### src/bdcg_regs.vh
// Constants for the block deceleration check gate.
// Assumes: included by bare name from every design file of the gate.
`ifndef BDCG_REGS_VH
`define BDCG_REGS_VH

// ----------------------------------------
// Geometry
// ----------------------------------------
`define BDCG_AXES 4
`define BDCG_TS_W 16
`define BDCG_TD_W 18
`define BDCG_WID_W 17

// ----------------------------------------
// Timing
// ----------------------------------------
`define BDCG_CLK_PERIOD_NS 10
`define BDCG_MS_NS 1000000
`define BDCG_MARGIN_MS 18'h00001

// ----------------------------------------
// Acceleration modes
// ----------------------------------------
`define BDCG_MODE_LINEAR 2'h0
`define BDCG_MODE_EXP 2'h1
`define BDCG_MODE_SOFT 2'h2

// ----------------------------------------
// Check methods
// ----------------------------------------
`define BDCG_METH_CMD 2'h0
`define BDCG_METH_INPOS 2'h1
`define BDCG_METH_SMOOTH 2'h2
`define BDCG_METH_NONE 2'h3

`endif

### src/bdcg_axis_inpos.v
// One axis: in-position compare against the active width.
// Assumes: error is an unsigned magnitude in the same unit as the widths.
`timescale 1ns/100ps
`default_nettype none
`include "bdcg_regs.vh"

module bdcg_axis_inpos (
  // Widths
  input wire [`BDCG_WID_W-1:0] servo_inpos_width,
  input wire [`BDCG_WID_W-1:0] feed_axis_width,
  // Axis state
  input wire [`BDCG_WID_W-1:0] position_error,
  // Result
  output wire in_position
);

  wire use_feed;
  wire [`BDCG_WID_W-1:0] active_width;

  // Zero feed width means unset
  assign use_feed = (feed_axis_width != 17'h00000) &&
                    (feed_axis_width > servo_inpos_width);
  assign active_width = use_feed ? feed_axis_width : servo_inpos_width;
  assign in_position = position_error < active_width;

endmodule // bdcg_axis_inpos

`default_nettype wire

### src/bdcg_axis_td.v
// One axis: deceleration check time in milliseconds.
// Assumes: mode and constant already chosen for rapid or cutting feed.
`timescale 1ns/100ps
`default_nettype none
`include "bdcg_regs.vh"

module bdcg_axis_td (
  // Axis setup
  input wire [1:0] accel_mode,
  input wire [`BDCG_TS_W-1:0] accel_time_constant,
  input wire axis_commanded,
  // Result
  output reg [`BDCG_TD_W-1:0] decel_check_time
);

  wire [`BDCG_TD_W-1:0] ts_ext;

  assign ts_ext = {2'h0, accel_time_constant};

  always @* begin
    if (!axis_commanded) begin
      decel_check_time = 18'h00000;
    end else if (accel_mode == `BDCG_MODE_EXP) begin
      decel_check_time = (ts_ext << 1) + `BDCG_MARGIN_MS;
    end else if (accel_mode == `BDCG_MODE_SOFT) begin
      decel_check_time = ts_ext + `BDCG_MARGIN_MS;
    end else begin
      decel_check_time = ts_ext + `BDCG_MARGIN_MS;
    end
  end

endmodule // bdcg_axis_td

`default_nettype wire

### src/bdcg_top.v
// Block-completion gate: decides when the next motion block may start.
// Assumes: all inputs come from logic on sys_clk; block_end is a pulse.
`timescale 1ns/100ps
`default_nettype none
`include "bdcg_regs.vh"

module bdcg_top #(
  parameter MS_CYCLES = `BDCG_MS_NS / `BDCG_CLK_PERIOD_NS
) (
  // Clock and reset
  input wire sys_clk,
  input wire rst_b,
  // Block sequencer
  input wire block_end,
  input wire block_moved,
  input wire block_is_rapid,
  input wire block_exact_stop,
  input wire exact_stop_mode,
  input wire error_detect_switch,
  input wire next_is_rapid,
  input wire next_is_cut,
  input wire [`BDCG_AXES-1:0] axis_commanded,
  input wire [`BDCG_AXES-1:0] axis_reversal,
  // Configuration
  input wire spec_type_select,
  input wire [1:0] rapid_method_select,
  input wire cutting_method_bit,
  input wire cutting_smoothing_select,
  input wire cut_to_rapid_reversal_flag,
  input wire cut_to_cut_reversal_flag,
  // Per-axis acceleration setup
  input wire [2*`BDCG_AXES-1:0] rapid_accel_mode,
  input wire [`BDCG_TS_W*`BDCG_AXES-1:0] rapid_time_constant,
  input wire [2*`BDCG_AXES-1:0] cutting_accel_mode,
  input wire [`BDCG_TS_W*`BDCG_AXES-1:0] cutting_time_constant,
  // Per-axis in-position widths
  input wire [`BDCG_WID_W*`BDCG_AXES-1:0] servo_inpos_width,
  input wire [`BDCG_WID_W*`BDCG_AXES-1:0] rapid_axis_inpos_width,
  input wire [`BDCG_WID_W*`BDCG_AXES-1:0] cutting_axis_inpos_width,
  // Servo axes
  input wire [`BDCG_AXES-1:0] smoothing_zero,
  input wire [`BDCG_WID_W*`BDCG_AXES-1:0] position_error,
  // Status
  output reg block_release,
  output reg gate_busy,
  output reg [1:0] active_method,
  output reg [`BDCG_TD_W-1:0] block_completion_wait
);

  // ----------------------------------------
  // States
  // ----------------------------------------
  localparam [4:0] ST_IDLE = 5'h01;
  localparam [4:0] ST_DECEL = 5'h02;
  localparam [4:0] ST_SMOOTH = 5'h04;
  localparam [4:0] ST_INPOS = 5'h08;
  localparam [4:0] ST_RELEASE = 5'h10;

  localparam [31:0] MS_FULL = MS_CYCLES - 1;
  localparam [16:0] MS_LAST = MS_FULL[16:0];

  // ----------------------------------------
  // Per-axis check times and in-position
  // ----------------------------------------
  wire [`BDCG_TD_W*`BDCG_AXES-1:0] td_each;
  wire [`BDCG_TD_W*(`BDCG_AXES+1)-1:0] td_chain;
  wire [`BDCG_AXES-1:0] inpos_each;
  // Block kind held for the wait, since block_is_rapid may move on
  reg rapid_reg;

  assign td_chain[`BDCG_TD_W-1:0] = 18'h00000;

  genvar gi;
  generate
    for (gi = 0; gi < `BDCG_AXES; gi = gi + 1) begin : g_axis
      wire [1:0] mode_sel;
      wire [`BDCG_TS_W-1:0] ts_sel;
      wire [`BDCG_TD_W-1:0] td_cur;
      wire [`BDCG_TD_W-1:0] td_prev;
      wire [`BDCG_WID_W-1:0] feed_w;

      // Rapid blocks read rapid setup, cutting blocks cutting setup
      assign mode_sel = block_is_rapid ?
        rapid_accel_mode[2*gi+1:2*gi] :
        cutting_accel_mode[2*gi+1:2*gi];
      assign ts_sel = block_is_rapid ?
        rapid_time_constant[`BDCG_TS_W*gi+`BDCG_TS_W-1:`BDCG_TS_W*gi] :
        cutting_time_constant[`BDCG_TS_W*gi+`BDCG_TS_W-1:`BDCG_TS_W*gi];

      bdcg_axis_td u_td (
        .accel_mode(mode_sel),
        .accel_time_constant(ts_sel),
        .axis_commanded(axis_commanded[gi]),
        .decel_check_time(td_cur)
      );

      // Running maximum over commanded axes
      assign td_prev = td_chain[`BDCG_TD_W*gi+`BDCG_TD_W-1:`BDCG_TD_W*gi];
      assign td_chain[`BDCG_TD_W*(gi+1)+`BDCG_TD_W-1:`BDCG_TD_W*(gi+1)] =
        (td_cur > td_prev) ? td_cur : td_prev;

      // Width set follows the block held in the gate
      assign feed_w = rapid_reg ?
        rapid_axis_inpos_width[`BDCG_WID_W*gi+`BDCG_WID_W-1:
                               `BDCG_WID_W*gi] :
        cutting_axis_inpos_width[`BDCG_WID_W*gi+`BDCG_WID_W-1:
                                 `BDCG_WID_W*gi];

      bdcg_axis_inpos u_inpos (
        .servo_inpos_width(
          servo_inpos_width[`BDCG_WID_W*gi+`BDCG_WID_W-1:`BDCG_WID_W*gi]),
        .feed_axis_width(feed_w),
        .position_error(
          position_error[`BDCG_WID_W*gi+`BDCG_WID_W-1:`BDCG_WID_W*gi]),
        .in_position(inpos_each[gi])
      );
    end
  endgenerate

  wire [`BDCG_TD_W-1:0] td_max;

  assign td_max =
    td_chain[`BDCG_TD_W*(`BDCG_AXES+1)-1:`BDCG_TD_W*`BDCG_AXES];

  // ----------------------------------------
  // Method selection
  // ----------------------------------------
  reg [1:0] shared_method;
  reg [1:0] exact_cut_method;
  reg [1:0] method_next;
  reg any_reversal;
  reg reversal_check;
  reg exact_cut;

  always @* begin
    // Selector value 3 is outside the range; treated as command wait
    if (rapid_method_select == `BDCG_METH_INPOS) begin
      shared_method = `BDCG_METH_INPOS;
    end else if (rapid_method_select == `BDCG_METH_SMOOTH) begin
      shared_method = `BDCG_METH_SMOOTH;
    end else begin
      shared_method = `BDCG_METH_CMD;
    end

    if (spec_type_select) begin
      exact_cut_method = shared_method;
    end else if (cutting_smoothing_select) begin
      exact_cut_method = `BDCG_METH_SMOOTH;
    end else if (cutting_method_bit) begin
      exact_cut_method = `BDCG_METH_INPOS;
    end else begin
      exact_cut_method = `BDCG_METH_CMD;
    end
  end

  // ----------------------------------------
  // Check needed at this block end
  // ----------------------------------------
  always @* begin
    // One reversing axis is enough
    any_reversal = |(axis_reversal & axis_commanded);
    reversal_check =
      (any_reversal && next_is_rapid && cut_to_rapid_reversal_flag) ||
      (any_reversal && next_is_cut && cut_to_cut_reversal_flag);
    exact_cut = error_detect_switch || block_exact_stop ||
                exact_stop_mode;

    if (!block_moved) begin
      method_next = `BDCG_METH_NONE;
    end else if (block_is_rapid) begin
      method_next = shared_method;
    end else if (exact_cut) begin
      method_next = exact_cut_method;
    end else if (reversal_check) begin
      method_next = `BDCG_METH_CMD;
    end else begin
      method_next = `BDCG_METH_NONE;
    end
  end

  // ----------------------------------------
  // Gate sequence
  // ----------------------------------------
  reg [4:0] state_reg;
  reg [4:0] state_next;
  reg [16:0] ms_div_reg;
  reg [`BDCG_TD_W-1:0] ms_left_reg;
  wire ms_tick;
  wire all_smooth;
  wire all_inpos;
  wire take_block;

  // A block end is only seen while idle; one that comes later is dropped
  assign take_block = (state_reg == ST_IDLE) && block_end;
  assign ms_tick = (ms_div_reg == MS_LAST);
  assign all_smooth = &smoothing_zero;
  assign all_inpos = &inpos_each;

  always @* begin
    state_next = state_reg;
    case (state_reg)
      ST_IDLE: begin
        if (block_end) begin
          if (method_next == `BDCG_METH_NONE) begin
            state_next = ST_RELEASE;
          end else begin
            state_next = ST_DECEL;
          end
        end
      end
      ST_DECEL: begin
        if (ms_left_reg == 18'h00000) begin
          if (active_method == `BDCG_METH_SMOOTH) begin
            state_next = ST_SMOOTH;
          end else if (active_method == `BDCG_METH_INPOS) begin
            state_next = ST_INPOS;
          end else begin
            state_next = ST_RELEASE;
          end
        end
      end
      ST_SMOOTH: begin
        if (all_smooth) begin
          state_next = ST_RELEASE;
        end
      end
      ST_INPOS: begin
        // In-position also needs smoothing settled
        if (all_smooth && all_inpos) begin
          state_next = ST_RELEASE;
        end
      end
      ST_RELEASE: begin
        state_next = ST_IDLE;
      end
      default: begin
        state_next = ST_IDLE;
      end
    endcase
  end

  // ----------------------------------------
  // State and status outputs
  // ----------------------------------------
  always @(posedge sys_clk) begin
    if (!rst_b) begin
      state_reg <= ST_IDLE;
      block_release <= 1'b0;
      gate_busy <= 1'b0;
    end else begin
      state_reg <= state_next;
      block_release <= (state_next == ST_RELEASE);
      gate_busy <= (state_next != ST_IDLE) && (state_next != ST_RELEASE);
    end
  end

  // ----------------------------------------
  // Block capture
  // ----------------------------------------
  // Frozen at the taken block end, so the sequencer may move on to
  // the next block's levels while this one is still being checked
  always @(posedge sys_clk) begin
    if (!rst_b) begin
      rapid_reg <= 1'b0;
      active_method <= `BDCG_METH_NONE;
      block_completion_wait <= 18'h00000;
    end else if (take_block) begin
      rapid_reg <= block_is_rapid;
      active_method <= method_next;
      if (method_next == `BDCG_METH_NONE) begin
        block_completion_wait <= 18'h00000;
      end else begin
        block_completion_wait <= td_max;
      end
    end
  end

  // ----------------------------------------
  // Millisecond countdown
  // ----------------------------------------
  // Divider restarts at each block, so the wait is exact, not 1 ms coarse
  always @(posedge sys_clk) begin
    if (!rst_b) begin
      ms_div_reg <= 17'h00000;
      ms_left_reg <= 18'h00000;
    end else if (take_block) begin
      ms_div_reg <= 17'h00000;
      if (method_next == `BDCG_METH_NONE) begin
        ms_left_reg <= 18'h00000;
      end else begin
        ms_left_reg <= td_max;
      end
    end else if (state_reg == ST_DECEL) begin
      if (ms_tick) begin
        ms_div_reg <= 17'h00000;
        if (ms_left_reg != 18'h00000) begin
          ms_left_reg <= ms_left_reg - 18'h00001;
        end
      end else begin
        ms_div_reg <= ms_div_reg + 17'h00001;
      end
    end
  end

endmodule // bdcg_top

`default_nettype wire

### config.mk
export PLATFORM = sky130hd
export DESIGN_NAME = bdcg_top
export DESIGN_NICKNAME = d
export VERILOG_FILES = /design/src/bdcg_axis_inpos.v /design/src/bdcg_axis_td.v /design/src/bdcg_top.v
export VERILOG_INCLUDE_DIRS = /design/src
export SDC_FILE = /design/constraint.sdc
export NUM_CORES = 1
export LEC_CHECK = 0
export BUFFER_PORTS_ARGS = -buffer_cell sky130_fd_sc_hd__buf_4
export CAP_MARGIN = 15
export CORE_ASPECT_RATIO = 0.5
export CORE_MARGIN = 3
export CORE_UTILIZATION = 53
export CTS_BUF_LIST = sky130_fd_sc_hd__clkbuf_16
export DETAILED_ROUTE_END_ITERATION = 8
export PLACE_DENSITY = 0.84
export SKIP_LAST_GASP = 1
export SLEW_MARGIN = 20
export SYNTH_ARGS = -nofsm -noshare
export SYNTH_HDL_FRONTEND = slang
export SYNTH_SLANG_ARGS = --single-unit
### constraint.sdc
create_clock -name sys_clk -period 10.7 [get_ports sys_clk]
set_clock_uncertainty 0.1 [all_clocks]
set_input_delay 0.535 -clock sys_clk [delete_from_list [all_inputs] [get_ports sys_clk]]
set_output_delay 0.535 -clock sys_clk [all_outputs]
set_load 0.1 [all_outputs]
==> impl_metrics.env <==
export IMPL_rows=40
export IMPL_synth_most_common_cell="ha_1"
export IMPL_wirelength_mm=49.41
export IMPL_seq_power_share_pct=15.8
export IMPL_fmax_mhz=104.5
export IMPL_ys_ff_latch=62
export IMPL_p_leak_nw=8.139
export IMPL_synth_cell_type_count=93
export IMPL_die_h_um=118.1
export IMPL_rr_endpoint="block_release"
export IMPL_ys_async_sr_fraction_pct=0
export IMPL_final_max_slew_violation_count=0
export IMPL_hold_path_startpoint="block_completion_wait[12]"
export IMPL_antenna_left=0
export IMPL_wl_met1_mm=20.54
export IMPL_synth_edff_count=0
export IMPL_cts_root_buffer="clkbuf_16"
export IMPL_synth_top_cell_by_area="ha_1"
export IMPL_largest_reg_flops=18
export IMPL_max_cap_violations=0
export IMPL_p_switching_mw=0.7750
export IMPL_finalPower_mw=1.716
export IMPL_top_layer="met5"
export IMPL_met2WireLength_mm=23.93
export IMPL_antenna_found_initial=9
export IMPL_post_cts_buffers=0
export IMPL_fin_nets=2829
export IMPL_syn_avg_cell_area_um2=7.496
export IMPL_cts_tree="done"
export IMPL_yosys_top_cells_area="ha_1 18%, dfxtp_1 9.3%, mux2i_1 8.6%"
export IMPL_vias=15547
export IMPL_overflow=0
export IMPL_syn_cell_area_um2=13320
export IMPL_ir_worst_vdd_v=0.00009060
export IMPL_synth_top_cells_by_count="191 x ha_1, 148 x nand2_1, 147 x a21oi_1"
export IMPL_htree_levels=3
export IMPL_io_pins=467
export IMPL_ys_warn_count=0
export IMPL_drc=0
export IMPL_final_hold_viol_count=0
export IMPL_final_layout_size_suffix_gt1_share_pct=28.34
export IMPL_wl_per_cell_um=19.44
export IMPL_critPathBufInv=5
export IMPL_setup_violations=0
export IMPL_crit_path_start="block_is_rapid"
export IMPL_synthCells=1777
export IMPL_cts_buffers=9
export IMPL_synth_top_area_share_pct=17.94
export IMPL_p_int_mw=0.9412
export IMPL_yosysSeqAreaShare_pct=9.318
export IMPL_die_area_um2=27190
export IMPL_cp_max_fo=66
export IMPL_slew_headroom_pct=26.51
export IMPL_post_route_period_util_pct=89.40
export IMPL_cpPeakStageDelay_ps=730
export IMPL_combinationalPowerShare_pct=64.5
export IMPL_netSwitchingFraction_pct=45.16
export IMPL_die_x_um=230.2
export IMPL_cts_resized=0
export IMPL_coreArea_um2=24320
export IMPL_worstReg2RegStart="rapid_reg"
export IMPL_clk_latency_ps=330
export IMPL_min_to="block_completion_wait[12]"
export IMPL_cp_arrival_ps=9660
export IMPL_min_path_type="register to register"
export IMPL_worstRegToRegCells=18
export IMPL_grt_pass1_vias=14662
export IMPL_end_kind="register"
export IMPL_status="complete, no violations"
export IMPL_drtIter0Drc=1469
export IMPL_crit_required_ps=10790
export IMPL_clock_path_buffers=2
export IMPL_met3_length_mm=3.774
export IMPL_avgViaCountPerCell=6.118
export IMPL_dp_hpwl_mm=42.24
export IMPL_rsz0062_at_grt="no"
export IMPL_place_congestion=1.018
export IMPL_cp_slowest_cell="buf_4"
export IMPL_hold_depth=2
export IMPL_grt_pass1_wl_mm=75.86
export IMPL_clock_sinks=62
export IMPL_finalSetupTns_ps=0
export IMPL_p_per_area_nw_per_um2=99.13
export IMPL_critPathTopFamily="simple AND/OR/NAND/NOR gates"
export IMPL_track_usage_pct=33.93
export IMPL_post_route_min_period_ps=9566
export IMPL_area_growth_pct=29.97
export IMPL_startpoint_type="input pin"
export IMPL_placement_io_buffers=465
export IMPL_rrSetupSlack_ps=4690
export IMPL_crit_type="input pin to register"
export IMPL_synthFlopType="dfxtp_1"
export IMPL_clkPwrFrac_pct=19.7
export IMPL_synth_nets=2413
export IMPL_grt_start_max_net_pins=86
export IMPL_cts_reportedPaths_clkPinSlew_ps=60
export IMPL_start_util_pct=54.76
export IMPL_drt_first_pass_iters=6
export IMPL_tightest_slew_ps=1102
export IMPL_ctsHoldBuffers=0
[cells in the final DEF (no fill, tap or decap), drive strengths merged, types with 23 or more instances in the layout]
cell type and instances:
o21ai 82, mux2i 115, nor4 35, xor2 23
nand4 61, dfxtp 62, buf 473, a21oi 151
ha 191, mux2 93, a211oi 25, nand2 148
nor3 49, inv 111, nor2 137, nand3 82
[power groups by stage]
stage	clock network [mW]	logic [mW]	registers, mW
2_1_floorplan	0	0.664	0.344
3_3_place_gp	0	1.07	0.276
3_5_place_dp	0	1.08	0.275
4_1_cts	0.340	1.09	0.271
5_1_grt	0.350	1.21	0.274
6_report	0.338	1.11	0.272
[worst max-delay path by stage]
| stage | endpoint | slack (ps) | cells after the start |
|---|---|---|---|
| floorplan | block_completion_wait[7] | 1970 | 37 |
| global placement | block_completion_wait[7] | 1270 | 31 |
| detailed placement | ms_left_reg[7] | 1050 | 31 |
| CTS | ms_left_reg[7] | 1410 | 31 |
| global route | ms_left_reg[12] | 550 | 31 |
| finish | ms_left_reg[14] | 1130 | 31 |
[area by class of cell]
type | count | area (um^2)
multi-input cells | 1535 | 11310
fillers | 2129 | 7010
repair buffers | 473 | 3551
flip-flops and latches | 62 | 1245
inverters | 112 | 420.4
well taps | 336 | 420.4
clock buffers | 9 | 225.2
clock inverters | 7 | 122.6
diodes | 7 | 17.52
[worst register-to-register path, stage by stage (launching register included)]
cell and delay [ps]:
dfxtp_4 330, buf_4 750, mux2_2 490, ha_1 310, a21oi_1 130, o21ai_0 120
a2111o_1 420, a2111o_1 420, and2_1 480, a21oi_1 450, ha_1 310, a21oi_1 130
o21ai_0 90, a221oi_1 350, nor2_1 110, nor4_1 300, nand2_1 120, a2111o_1 300
a211oi_1 220
[per-layer routing]
layer / global-route usage (%) / vias up
met5: 0 / -
met1: 42.82 / 7277
met4: 10.65 / 4
li1: - / 7557
met2: 59.24 / 625
met3: 5.343 / 84
[stage by stage]
step	setup WS, ps	cell area (um^2)	hold WS (ps)	cells	utilization, %
final	1134	17310	354.5	2541	71.18
after CTS	1405	17300	356.9	2534	71.11
after global placement	1269	16950	345.2	2518	69.68
after global routing	551.6	17310	373.5	2541	71.18
after floorplan	1969	13320	371.2	1777	-
after detailed placement	1047	16950	344.8	2518	69.68
[cell families (layout without fill, tap and decap cells)]
group	after synthesis	in the layout	synth area share, %
muxes	208	208	16.50
xor gates and xnor gates	40	40	2.630
buffers and inverters	180	601	5.871
AOI/OAI and AO/OA	428	428	21.34
and+or+nand+nor	667	667	26.37
adders and majority gates	191	191	17.94
DFF	62	62	9.318
other	1	8	0.02815
No activity file was read; power rests on OpenSTA's default activity.
